### src/motpot_params.svh
/*
 * Timing counts and reset values for the ramped up/down reference counter.
 * Assumes a single 100 MHz system clock.
 */
`ifndef MOTPOT_PARAMS_SVH
`define MOTPOT_PARAMS_SVH

// ----------------------------------------------------------------------------
// Timing
// ----------------------------------------------------------------------------
`define MOTPOT_CLK_PERIOD_NS 10
`define MOTPOT_MS_IN_NS 1000000
`define MOTPOT_CYC_PER_MS (`MOTPOT_MS_IN_NS / `MOTPOT_CLK_PERIOD_NS)

// ----------------------------------------------------------------------------
// Reset values and accumulator width
// ----------------------------------------------------------------------------
`define MOTPOT_REF_RST 16'h0000
`define MOTPOT_ACC_W 40

`endif

### src/motpot_pkg.sv
/*
 * Types shared by the reference counter and its rate generator.
 * Assumes nothing of its surroundings.
 */
package motpot_pkg;

    // ------------------------------------------------------------------------
    // Function mode: off, on with reload at power-up, on with retention.
    // ------------------------------------------------------------------------
    typedef enum logic [1:0] {
        MODE_DISABLED = 2'b00,
        MODE_RESET_PU = 2'b01,
        MODE_RETAIN = 2'b10
    } mode_t;

    // ------------------------------------------------------------------------
    // Controller states.
    // ------------------------------------------------------------------------
    typedef enum logic [1:0] {
        ST_OFF = 2'b00,
        ST_LOAD = 2'b01,
        ST_RUN = 2'b10
    } state_t;

    // ------------------------------------------------------------------------
    // Reference output bundle handed to the source selectors.
    // ------------------------------------------------------------------------
    typedef struct packed {
        logic [15:0] value;
        logic active;
        logic at_min;
        logic at_max;
    } ref_out_t;

endpackage

### src/motpot_counter.sv
/*
 * Ramped up/down reference counter with configurable limits and ramp time.
 * Assumes configuration ports are static or change from same-clock logic,
 * and that the up and down commands arrive asynchronously from pins.
 */
`include "motpot_params.svh"

module motpot_counter #(
    parameter int WIDTH = 16
) (
    input wire logic i_clk,
    input wire logic i_rst_n,
    input wire logic i_up,
    input wire logic i_down,
    input wire motpot_pkg::mode_t i_mode,
    input wire logic i_power_up,
    input wire logic [WIDTH-1:0] i_init,
    input wire logic [WIDTH-1:0] i_min,
    input wire logic [WIDTH-1:0] i_max,
    input wire logic [15:0] i_ramp_ms,
    output motpot_pkg::ref_out_t o_ref
);
    import motpot_pkg::*;

    // ------------------------------------------------------------------------
    // Elaboration check
    // ------------------------------------------------------------------------
    if (WIDTH != 16) begin : g_bad_width
        $error("WIDTH must match the 16-bit reference output.");
    end

    logic up_s1_q;
    logic up_q;
    logic dn_s1_q;
    logic dn_q;
    state_t state_q;
    logic [WIDTH-1:0] count_q;
    logic enabled;
    logic run;
    logic step;
    logic [WIDTH-1:0] span;
    logic [WIDTH-1:0] init_c;

    // Limits the given value into the configured window.
    function automatic logic [WIDTH-1:0] clamp(input logic [WIDTH-1:0] v,
                                               input logic [WIDTH-1:0] lo,
                                               input logic [WIDTH-1:0] hi);
        logic [WIDTH-1:0] r;
        r = v;
        if (v > hi) begin
            r = hi;
        end
        if (r < lo) begin
            r = lo;
        end
        return r;
    endfunction

    // ------------------------------------------------------------------------
    // Pin synchronisers
    // ------------------------------------------------------------------------
    // The up and down commands come from pins and pass two flip-flops.
    always_ff @(posedge i_clk or negedge i_rst_n) begin
        if (!i_rst_n) begin
            up_s1_q <= 1'b0;
            up_q <= 1'b0;
            dn_s1_q <= 1'b0;
            dn_q <= 1'b0;
        end else begin
            up_s1_q <= i_up;
            up_q <= up_s1_q;
            dn_s1_q <= i_down;
            dn_q <= dn_s1_q;
        end
    end

    // ------------------------------------------------------------------------
    // Rate generation
    // ------------------------------------------------------------------------
    // Motion is requested only for one direction alone; both together hold.
    assign enabled = (i_mode != MODE_DISABLED);
    assign run = enabled && (state_q == ST_RUN) && !i_power_up
                 && (up_q ^ dn_q);
    assign span = (i_max > i_min) ? (i_max - i_min) : '0;
    assign init_c = clamp(i_init, i_min, i_max);

    motpot_rate_gen #(
        .WIDTH(WIDTH)
    ) u_rate (
        .i_clk(i_clk),
        .i_rst_n(i_rst_n),
        .i_run(run),
        .i_span(span),
        .i_ramp_ms(i_ramp_ms),
        .o_step(step)
    );

    // ------------------------------------------------------------------------
    // Controller state
    // ------------------------------------------------------------------------
    // A load state sits between enabling and running, so no step can
    // overtake the initial value.
    always_ff @(posedge i_clk or negedge i_rst_n) begin
        if (!i_rst_n) begin
            state_q <= ST_OFF;
        end else begin
            case (state_q)
                ST_OFF: begin
                    if (enabled) begin
                        state_q <= ST_LOAD;
                    end
                end
                ST_LOAD: begin
                    state_q <= enabled ? ST_RUN : ST_OFF;
                end
                ST_RUN: begin
                    if (!enabled) begin
                        state_q <= ST_OFF;
                    end
                end
                default: begin
                    state_q <= ST_OFF;
                end
            endcase
        end
    end

    // ------------------------------------------------------------------------
    // Count register
    // ------------------------------------------------------------------------
    // Only a cold reset clears the count; a power-up pulse reloads it in
    // reload mode and leaves it alone in retain mode.
    always_ff @(posedge i_clk or negedge i_rst_n) begin
        if (!i_rst_n) begin
            count_q <= `MOTPOT_REF_RST;
        end else if (state_q == ST_LOAD) begin
            count_q <= init_c;
        end else if (state_q == ST_RUN && i_power_up) begin
            if (i_mode == MODE_RESET_PU) begin
                count_q <= init_c;
            end
        end else if (state_q == ST_RUN && step && up_q && !dn_q) begin
            count_q <= (count_q >= i_max) ? i_max
                       : count_q + 1'b1;
        end else if (state_q == ST_RUN && step && dn_q && !up_q) begin
            count_q <= (count_q <= i_min) ? i_min
                       : count_q - 1'b1;
        end
    end

    // ------------------------------------------------------------------------
    // Reference output
    // ------------------------------------------------------------------------
    // The value comes straight from the count flip-flops.
    assign o_ref.value = count_q;
    assign o_ref.active = (state_q == ST_RUN);
    assign o_ref.at_min = (count_q == i_min);
    assign o_ref.at_max = (count_q == i_max);
endmodule

### src/motpot_rate_gen.sv
/*
 * Step pulse generator for the reference counter.
 * Assumes the caller holds i_run only while a single direction is commanded.
 */
`include "motpot_params.svh"

module motpot_rate_gen #(
    parameter int WIDTH = 16
) (
    input wire logic i_clk,
    input wire logic i_rst_n,
    input wire logic i_run,
    input wire logic [WIDTH-1:0] i_span,
    input wire logic [15:0] i_ramp_ms,
    output logic o_step
);
    import motpot_pkg::*;

    localparam int AW = `MOTPOT_ACC_W;
    localparam logic [AW-1:0] CYC_MS = AW'(`MOTPOT_CYC_PER_MS);

    // The span must fit well inside the accumulator, or steps are lost.
    if (WIDTH < 1 || WIDTH >= AW) begin : g_bad_width
        $error("WIDTH must be positive and narrower than the accumulator.");
    end

    logic [AW-1:0] acc_q;
    logic [AW-1:0] ramp_cyc;
    logic [AW-1:0] acc_sum;

    // ------------------------------------------------------------------------
    // Rate accumulator
    // ------------------------------------------------------------------------
    // Over one full ramp time exactly span steps are issued.
    assign ramp_cyc = AW'(i_ramp_ms) * CYC_MS;
    assign acc_sum = acc_q + AW'(i_span);

    // The accumulator restarts whenever motion stops, so no stale step leaks.
    always_ff @(posedge i_clk or negedge i_rst_n) begin
        if (!i_rst_n) begin
            acc_q <= '0;
            o_step <= 1'b0;
        end else if (!i_run) begin
            acc_q <= '0;
            o_step <= 1'b0;
        end else if (acc_sum >= ramp_cyc) begin
            acc_q <= acc_sum - ramp_cyc;
            o_step <= 1'b1;
        end else begin
            acc_q <= acc_sum;
            o_step <= 1'b0;
        end
    end
endmodule

### config.mk
export PLATFORM = sky130hd
export DESIGN_NAME = motpot_counter
export DESIGN_NICKNAME = d
export VERILOG_FILES = /design/src/motpot_pkg.sv /design/src/motpot_counter.sv /design/src/motpot_rate_gen.sv
export VERILOG_INCLUDE_DIRS = /design/src
export SDC_FILE = /design/constraint.sdc
export NUM_CORES = 1
export LEC_CHECK = 0
export BUFFER_PORTS_ARGS = -buffer_cell sky130_fd_sc_hd__clkbuf_2
export CAP_MARGIN = 20
export CORE_UTILIZATION = 50
export DETAILED_ROUTE_END_ITERATION = 12
export MAX_ROUTING_LAYER = met4
export PLACE_DENSITY = 0.68
export SETUP_SLACK_MARGIN = 0.3
export SLEW_MARGIN = 30
export SYNTH_ARGS = -nofsm -noshare
export SYNTH_HDL_FRONTEND = slang
export SYNTH_SLANG_ARGS = --single-unit
export TNS_END_PERCENT = 1
### constraint.sdc
create_clock -name i_clk -period 9.7 [get_ports i_clk]
set_input_delay 1.94 -clock i_clk [delete_from_list [all_inputs] [get_ports i_clk]]
set_output_delay 1.94 -clock i_clk [all_outputs]
set_load 0.1 [all_outputs]
; ---- After elaboration in Yosys (flattened, before gate mapping)
; Index checks and enable logic that the tools add are counted.
[op_classes]
addsub = 5
multipliers = 1
order_cmp = 6
n_eq_ne = 8
n_mux = 18
bitwise_logic = 1
reduce_logical = 17
[ops]
columns = op, count
row1 = 16-bit 2-to-1 mux, 10
row2 = 40-bit 2-to-1 mux, 2
row3 = 40-bit by 16-bit adder with 40-bit output, 1
row4 = 40-bit by 33-bit greater-or-equal comparator with 1-bit output, 1
row5 = 40-bit by 33-bit subtractor with 40-bit output, 1
row6 = 16-bit equality test, 2
row7 = 16-bit greater-than comparator, 2
row8 = 16-bit by 12-bit multiplier with 28-bit output (second input constant), 1
row9 = 16-bit by 1-bit adder with 16-bit output (second input constant), 1
row10 = 16-bit greater-or-equal comparator, 1
row11 = 16-bit less-or-equal comparator, 1
row12 = 16-bit < comparator, 1
row13 = 16-bit by 1-bit subtractor with 16-bit output (second input constant), 1
row14 = 16-bit subtractor, 1
row15 = 1-bit logical AND, 9
row16 = 2-bit 2-to-1 mux, 3
row17 = 2-bit one-hot mux with 3 select lines, 1
row18 = 2-bit by 1-bit equality test with 1-bit output (second input constant), 2
row19 = 2-bit != test (second input constant), 2
row20 = 2-bit AND reduction, 2
row21 = 4-bit nonzero test, 1
row22 = 1-bit zero test, 3
row23 = 3-bit by 2-bit != test with 1-bit output (second input constant), 1
row24 = 2-bit equality test (second input constant), 1
row25 = other kinds (4), 5
[totals]
register_bits = 63
input_bits = 71

; ---- Logic depth before layout (Yosys ltp)
[depth]
ltp_word = 8
mapped_depth = 37

; ---- Cells and area by module
; Synthesis repeated with hierarchy kept, for this count alone.
[hier_totals]
hier_cells = 1460
hier_area_um2 = 12121.6
[by_module_without_submodules]
columns = mod, n_inst, cells_each, area_each_um2, seq_area_each_um2
row1 = motpot_rate_gen, 1, 880, 7573.5, 1026.0
row2 = motpot_counter, 1, 580, 4548.1, 550.5

; ---- Worst setup path before layout
; No wires, ideal clock.
[synth_timing]
path_type = in2reg
from = input port i_min[2]
to = register u_rate.acc_q[6]
t_arrival_ps = 8398
required_time_ps = 9613
setup_slack_ps = 1216
path_stages = 35
path_buffers = 3
path_cell_list = inv_1 -> ha_1 -> nor2b_1 -> o21ai_0 -> a21boi_0 -> o21ai_0 -> a21oi_1 -> a41oi_1 -> a21oi_1 -> a221o_1 -> nand2_1 -> clkbuf_1 -> nor2_1 -> ha_1 -> fa_1 -> a21oi_1 -> nand4b_1 -> nand3_1 -> a31o_2 -> a21oi_1 -> o21ai_0 -> a31oi_1 -> xnor2_1 -> ha_1 -> nand2_1 -> nor3_1 -> a221o_1 -> o21bai_1 -> a31oi_1 -> a22oi_1 -> o211ai_2 -> or2_1 -> buf_2 -> buf_4 -> a211oi_2
[synth_via]
elab_chain_cells = 6
elab_cells_between_ends = 8
[synth_lines]
columns = element, line_no
row1 = "start, declared", motpot_counter.sv:18  ; input wire logic [WIDTH-1:0] i_min,
row2 = 16-bit subtractor / 16-bit greater-than comparator (equally long branches), motpot_counter.sv:84  ; assign span = (i_max > i_min) ? (i_max - i_min) : '0;
row3 = 16-bit 2-to-1 mux *, motpot_counter.sv:84
row4 = 40-bit by 16-bit adder with 40-bit output *, motpot_rate_gen.sv:36  ; assign acc_sum = acc_q + AW'(i_span);
row5 = 40-bit by 33-bit subtractor with 40-bit output / 40-bit by 33-bit greater-or-equal comparator with 1-bit output (equally long branches), "motpot_rate_gen.sv:47, motpot_rate_gen.sv:46"
row6 = 40-bit 2-to-1 mux *, motpot_rate_gen.sv:46  ; end else if (acc_sum >= ramp_cyc) begin
row7 = 40-bit 2-to-1 mux *, motpot_rate_gen.sv:43  ; end else if (!i_run) begin
row8 = "end signal, assigned", motpot_rate_gen.sv:47  ; acc_q <= acc_sum - ramp_cyc;
row9 = "end signal, assigned", motpot_rate_gen.sv:50  ; acc_q <= acc_sum;
row10 = "end, declared", motpot_rate_gen.sv:27  ; logic [AW-1:0] acc_q;
; Every way passes the cells marked *; elsewhere a longest branch is shown, timed or not.
; A chain may end at the register's enable or synchronous reset.

; ---- Final worst setup path
[layout_timing]
from = input port i_max[0]
to = register u_rate.acc_q[33]
[layout_via]
elab_chain_cells = 6
elab_cells_between_ends = 8
[layout_lines]
columns = element, line_no
row1 = "start, declared", motpot_counter.sv:19  ; input wire logic [WIDTH-1:0] i_max,
row2 = 16-bit subtractor / 16-bit greater-than comparator (equally long branches), motpot_counter.sv:84
row3 = 16-bit 2-to-1 mux *, motpot_counter.sv:84
row4 = 40-bit by 16-bit adder with 40-bit output *, motpot_rate_gen.sv:36
row5 = 40-bit by 33-bit subtractor with 40-bit output / 40-bit by 33-bit greater-or-equal comparator with 1-bit output (equally long branches), "motpot_rate_gen.sv:47, motpot_rate_gen.sv:46"
row6 = 40-bit 2-to-1 mux *, motpot_rate_gen.sv:46
row7 = 40-bit 2-to-1 mux *, motpot_rate_gen.sv:43
; Marked as above.

==> impl_metrics.tcl <==
set metrics [dict create \
    coreArea_um2 24200 \
    die-area_um2 25300 \
    yosys.area.top_type "ha_1" \
    cp_max_fo 8 \
    grt_antenna_before_repair 0 \
    cts.clk_slew.worst_paths_ns 0.05 \
    htreeDepth 3 \
    worst_pin_slew_ns 1.03 \
    slowest_delay_ns 0.42 \
    io_pins 90 \
    crit_slowest_cell "or4_1" \
    fin_tns_setup_ns 0 \
    postCtsSetupBuffers 0 \
    num_antenna_cells 0 \
    syn_to_final_growth_pct 9.23 \
    slew_viol_final 0 \
    dpl.hpwl_um 29100 \
    wl_per_cell_um 18.4 \
    slew_headroom_pct 30.6 \
    finalClockSkew_ns 0.0101 \
    first_pass_iters 6 \
    cts_hold_buf 0 \
    synth-seq-cells 63 \
    p_per_area_nw_per_um2 255 \
    root_buffer "clkbuf_16" \
    avgSynthCellArea_um2 8.13 \
    synth_ff_type "dfrtp_1" \
    status "complete, no violations" \
    setup_viol 0 \
    grt_pass1_wl_um 57100 \
    timing.final.hold_violations 0 \
    synth_cells 1517 \
    max_freq_mhz 112 \
    ant_nets 0 \
    drt_iter0_drc 784 \
    wl_met1_um 15400 \
    cp_data_arrival_time_ns 9.18 \
    die_h_um 159 \
    fin_crit_sh_pct 91.9 \
    path_class "in2reg" \
    clk_latency_ns 0.35 \
    fin_nets 1938 \
    num_vias 11500 \
    grt_usage_pct 28.8 \
    yosysWarnings 0 \
    cts_tree "done" \
    grt_max_degree 64 \
    drv_cap 0 \
    dr_wl_met3_um 1580 \
    dr_wl_met2_um 16800 \
    synth_area_leaders "ha_1, dfrtp_1, fa_1, inv_1, xnor2_1" \
    rsz0062_at_grt "yes" \
    placementRows 57 \
    fin_area_um2 13500 \
    power_leakage_uw 0.00696 \
    ys_seq_area_share_pct 12.8 \
    synth_fp_nets 1862 \
    clock_sinks 63 \
    yosys.area.top_type_share_pct 23.0 \
    hold_path.class "reg2reg" \
    clockBufferDepth 2 \
    die_x_um 159 \
    initial_core_util_pct 50.8 \
    place_area_um2 13100 \
    cts_made_buffers 9 \
    gr-total-overflow 0 \
    max-vdd-ir-drop_mv 0.211 \
    min_period_ns 8.91 \
    worstSetupStartpointType "primary input" \
    synth_edf_count 0 \
    async_flop_share_pct 100 \
    drc 0 \
    wl_um 35400 \
    synth_common_cells "ha_1, inv_1, nand2_1" \
    via_per_inst 5.97 \
    grt_pass1_vias 11100 \
    synth.most_common_cell "ha_1" \
    syn_area_um2 12300 \
    place_congestion 0.988 \
    cp.required_ns 9.97 \
    drive_above_1_share_pct 10.9 \
    top_layer_used "met4" \
    worst_setup_path_end_kind "register" \
    synth_cell_type_count 76 \
    port_buffers 89 \
]
## layer usage
metal	GRT usage, %	up-vias
met2	47.9	370
met3	2.97	93
met4	12.6	0
met1	35.4	5434
li1	-	5580
met5	-	-
## cell families (layout without fill, tap and decap cells)
group	Yosys count	count (layout)	share of synthesized area, %
buffers and inverters	212	292	6.76
XOR/XNOR	108	108	7.67
adder cells (fa/ha/maj)	274	274	30.7
multiplexers	50	50	4.21
AND/OR/NAND/NOR	458	458	18.8
flip-flops	63	63	12.8
AO/OA/AOI/OAI	352	352	19.1
## critical path, delay by kind of cell
kind,cells,cell delay (ns)
AO/OA/AOI/OAI,17,3.98
XOR/XNOR,1,0.29
AND/OR/NAND/NOR,8,1.53
adder cells (fa/ha/maj),4,1.23
buffers and inverters,2,0.20
## metrics by stage
step | total power [µW] | hold WS, ns | cells | setup WS, ns | utilization [%]
detailed placement | 3070 | 0.336 | 1906 | 0.195 | 54.2
global route | 3740 | 0.365 | 1921 | 0.217 | 55.5
global placement | 3050 | 0.332 | 1906 | 0.465 | 54.2
floorplan | 2480 | 0.331 | 1517 | 1.22 | -
finish | 3430 | 0.345 | 1921 | 0.789 | 55.5
CTS | 3410 | 0.348 | 1921 | 0.540 | 55.3
## cell usage in the layout (no fill, tap or decap), types with 17 or more instances in the layout
| master | n |
|---|---|
| nor3_1 | 44 |
| a21oi_1 | 96 |
| buf_4 | 18 |
| or3_1 | 18 |
| xor2_1 | 46 |
| a21o_1 | 48 |
| dfrtp_1 | 63 |
| inv_1 | 169 |
| nand4_1 | 29 |
| nor2b_1 | 17 |
| nand3_1 | 53 |
| ha_1 | 226 |
| a211oi_1 | 20 |
| nand2_1 | 106 |
| fa_1 | 47 |
| mux2i_1 | 35 |
| nor2_1 | 95 |
| xnor2_1 | 62 |
| clkbuf_2 | 88 |
| o21ai_0 | 59 |
## timing repair
item                                    4_1_cts  5_1_grt
resized for setup                             0       13
endpoints found under the setup margin        0       36
hold endpoints to repair                      0        0
## area by class of cell
class                           count  area [µm²]
Inverter                          169         634
Timing Repair Buffer              108         592
Clock buffer                       12         256
Multi-Input combinational cell   1242        9980
Tap cell                          324         405
Sequential cell                    63        1580
Clock inverter                      3        18.8
Fill cell                        2298       10800
## where the power goes
part	switching, µW	internal [µW]	leakage [µW]
combinational	1670	1020	0.00599
sequential	114	303	0.000837
clock	132	185	0.000138
total	1920	1510	0.00696
## sequential cells by signal, indices dropped and copies added, names as in the netlist
name / count
up_s1_q: 1
state_q: 2
u_rate.acc_q: 40
dn_s1_q: 1
u_rate.o_step: 1
count_q: 16
dn_q: 1
up_q: 1
## worst paths after layout
check / from / end / slack, ns / cells after the start
max reg2reg: u_rate.acc_q[0] / u_rate.acc_q[33] / 4.42 / 20
max: i_max[0] / u_rate.acc_q[33] / 0.79 / 32
min: dn_s1_q / dn_q / 0.34 / 0
max in group asynchronous: i_rst_n / u_rate.acc_q[17] / 7.54 / 2
min in group asynchronous: i_rst_n / count_q[2] / 1.69 / 2
min reg2reg: dn_s1_q / dn_q / 0.34 / 0
Power figures use the tool's default switching activity.
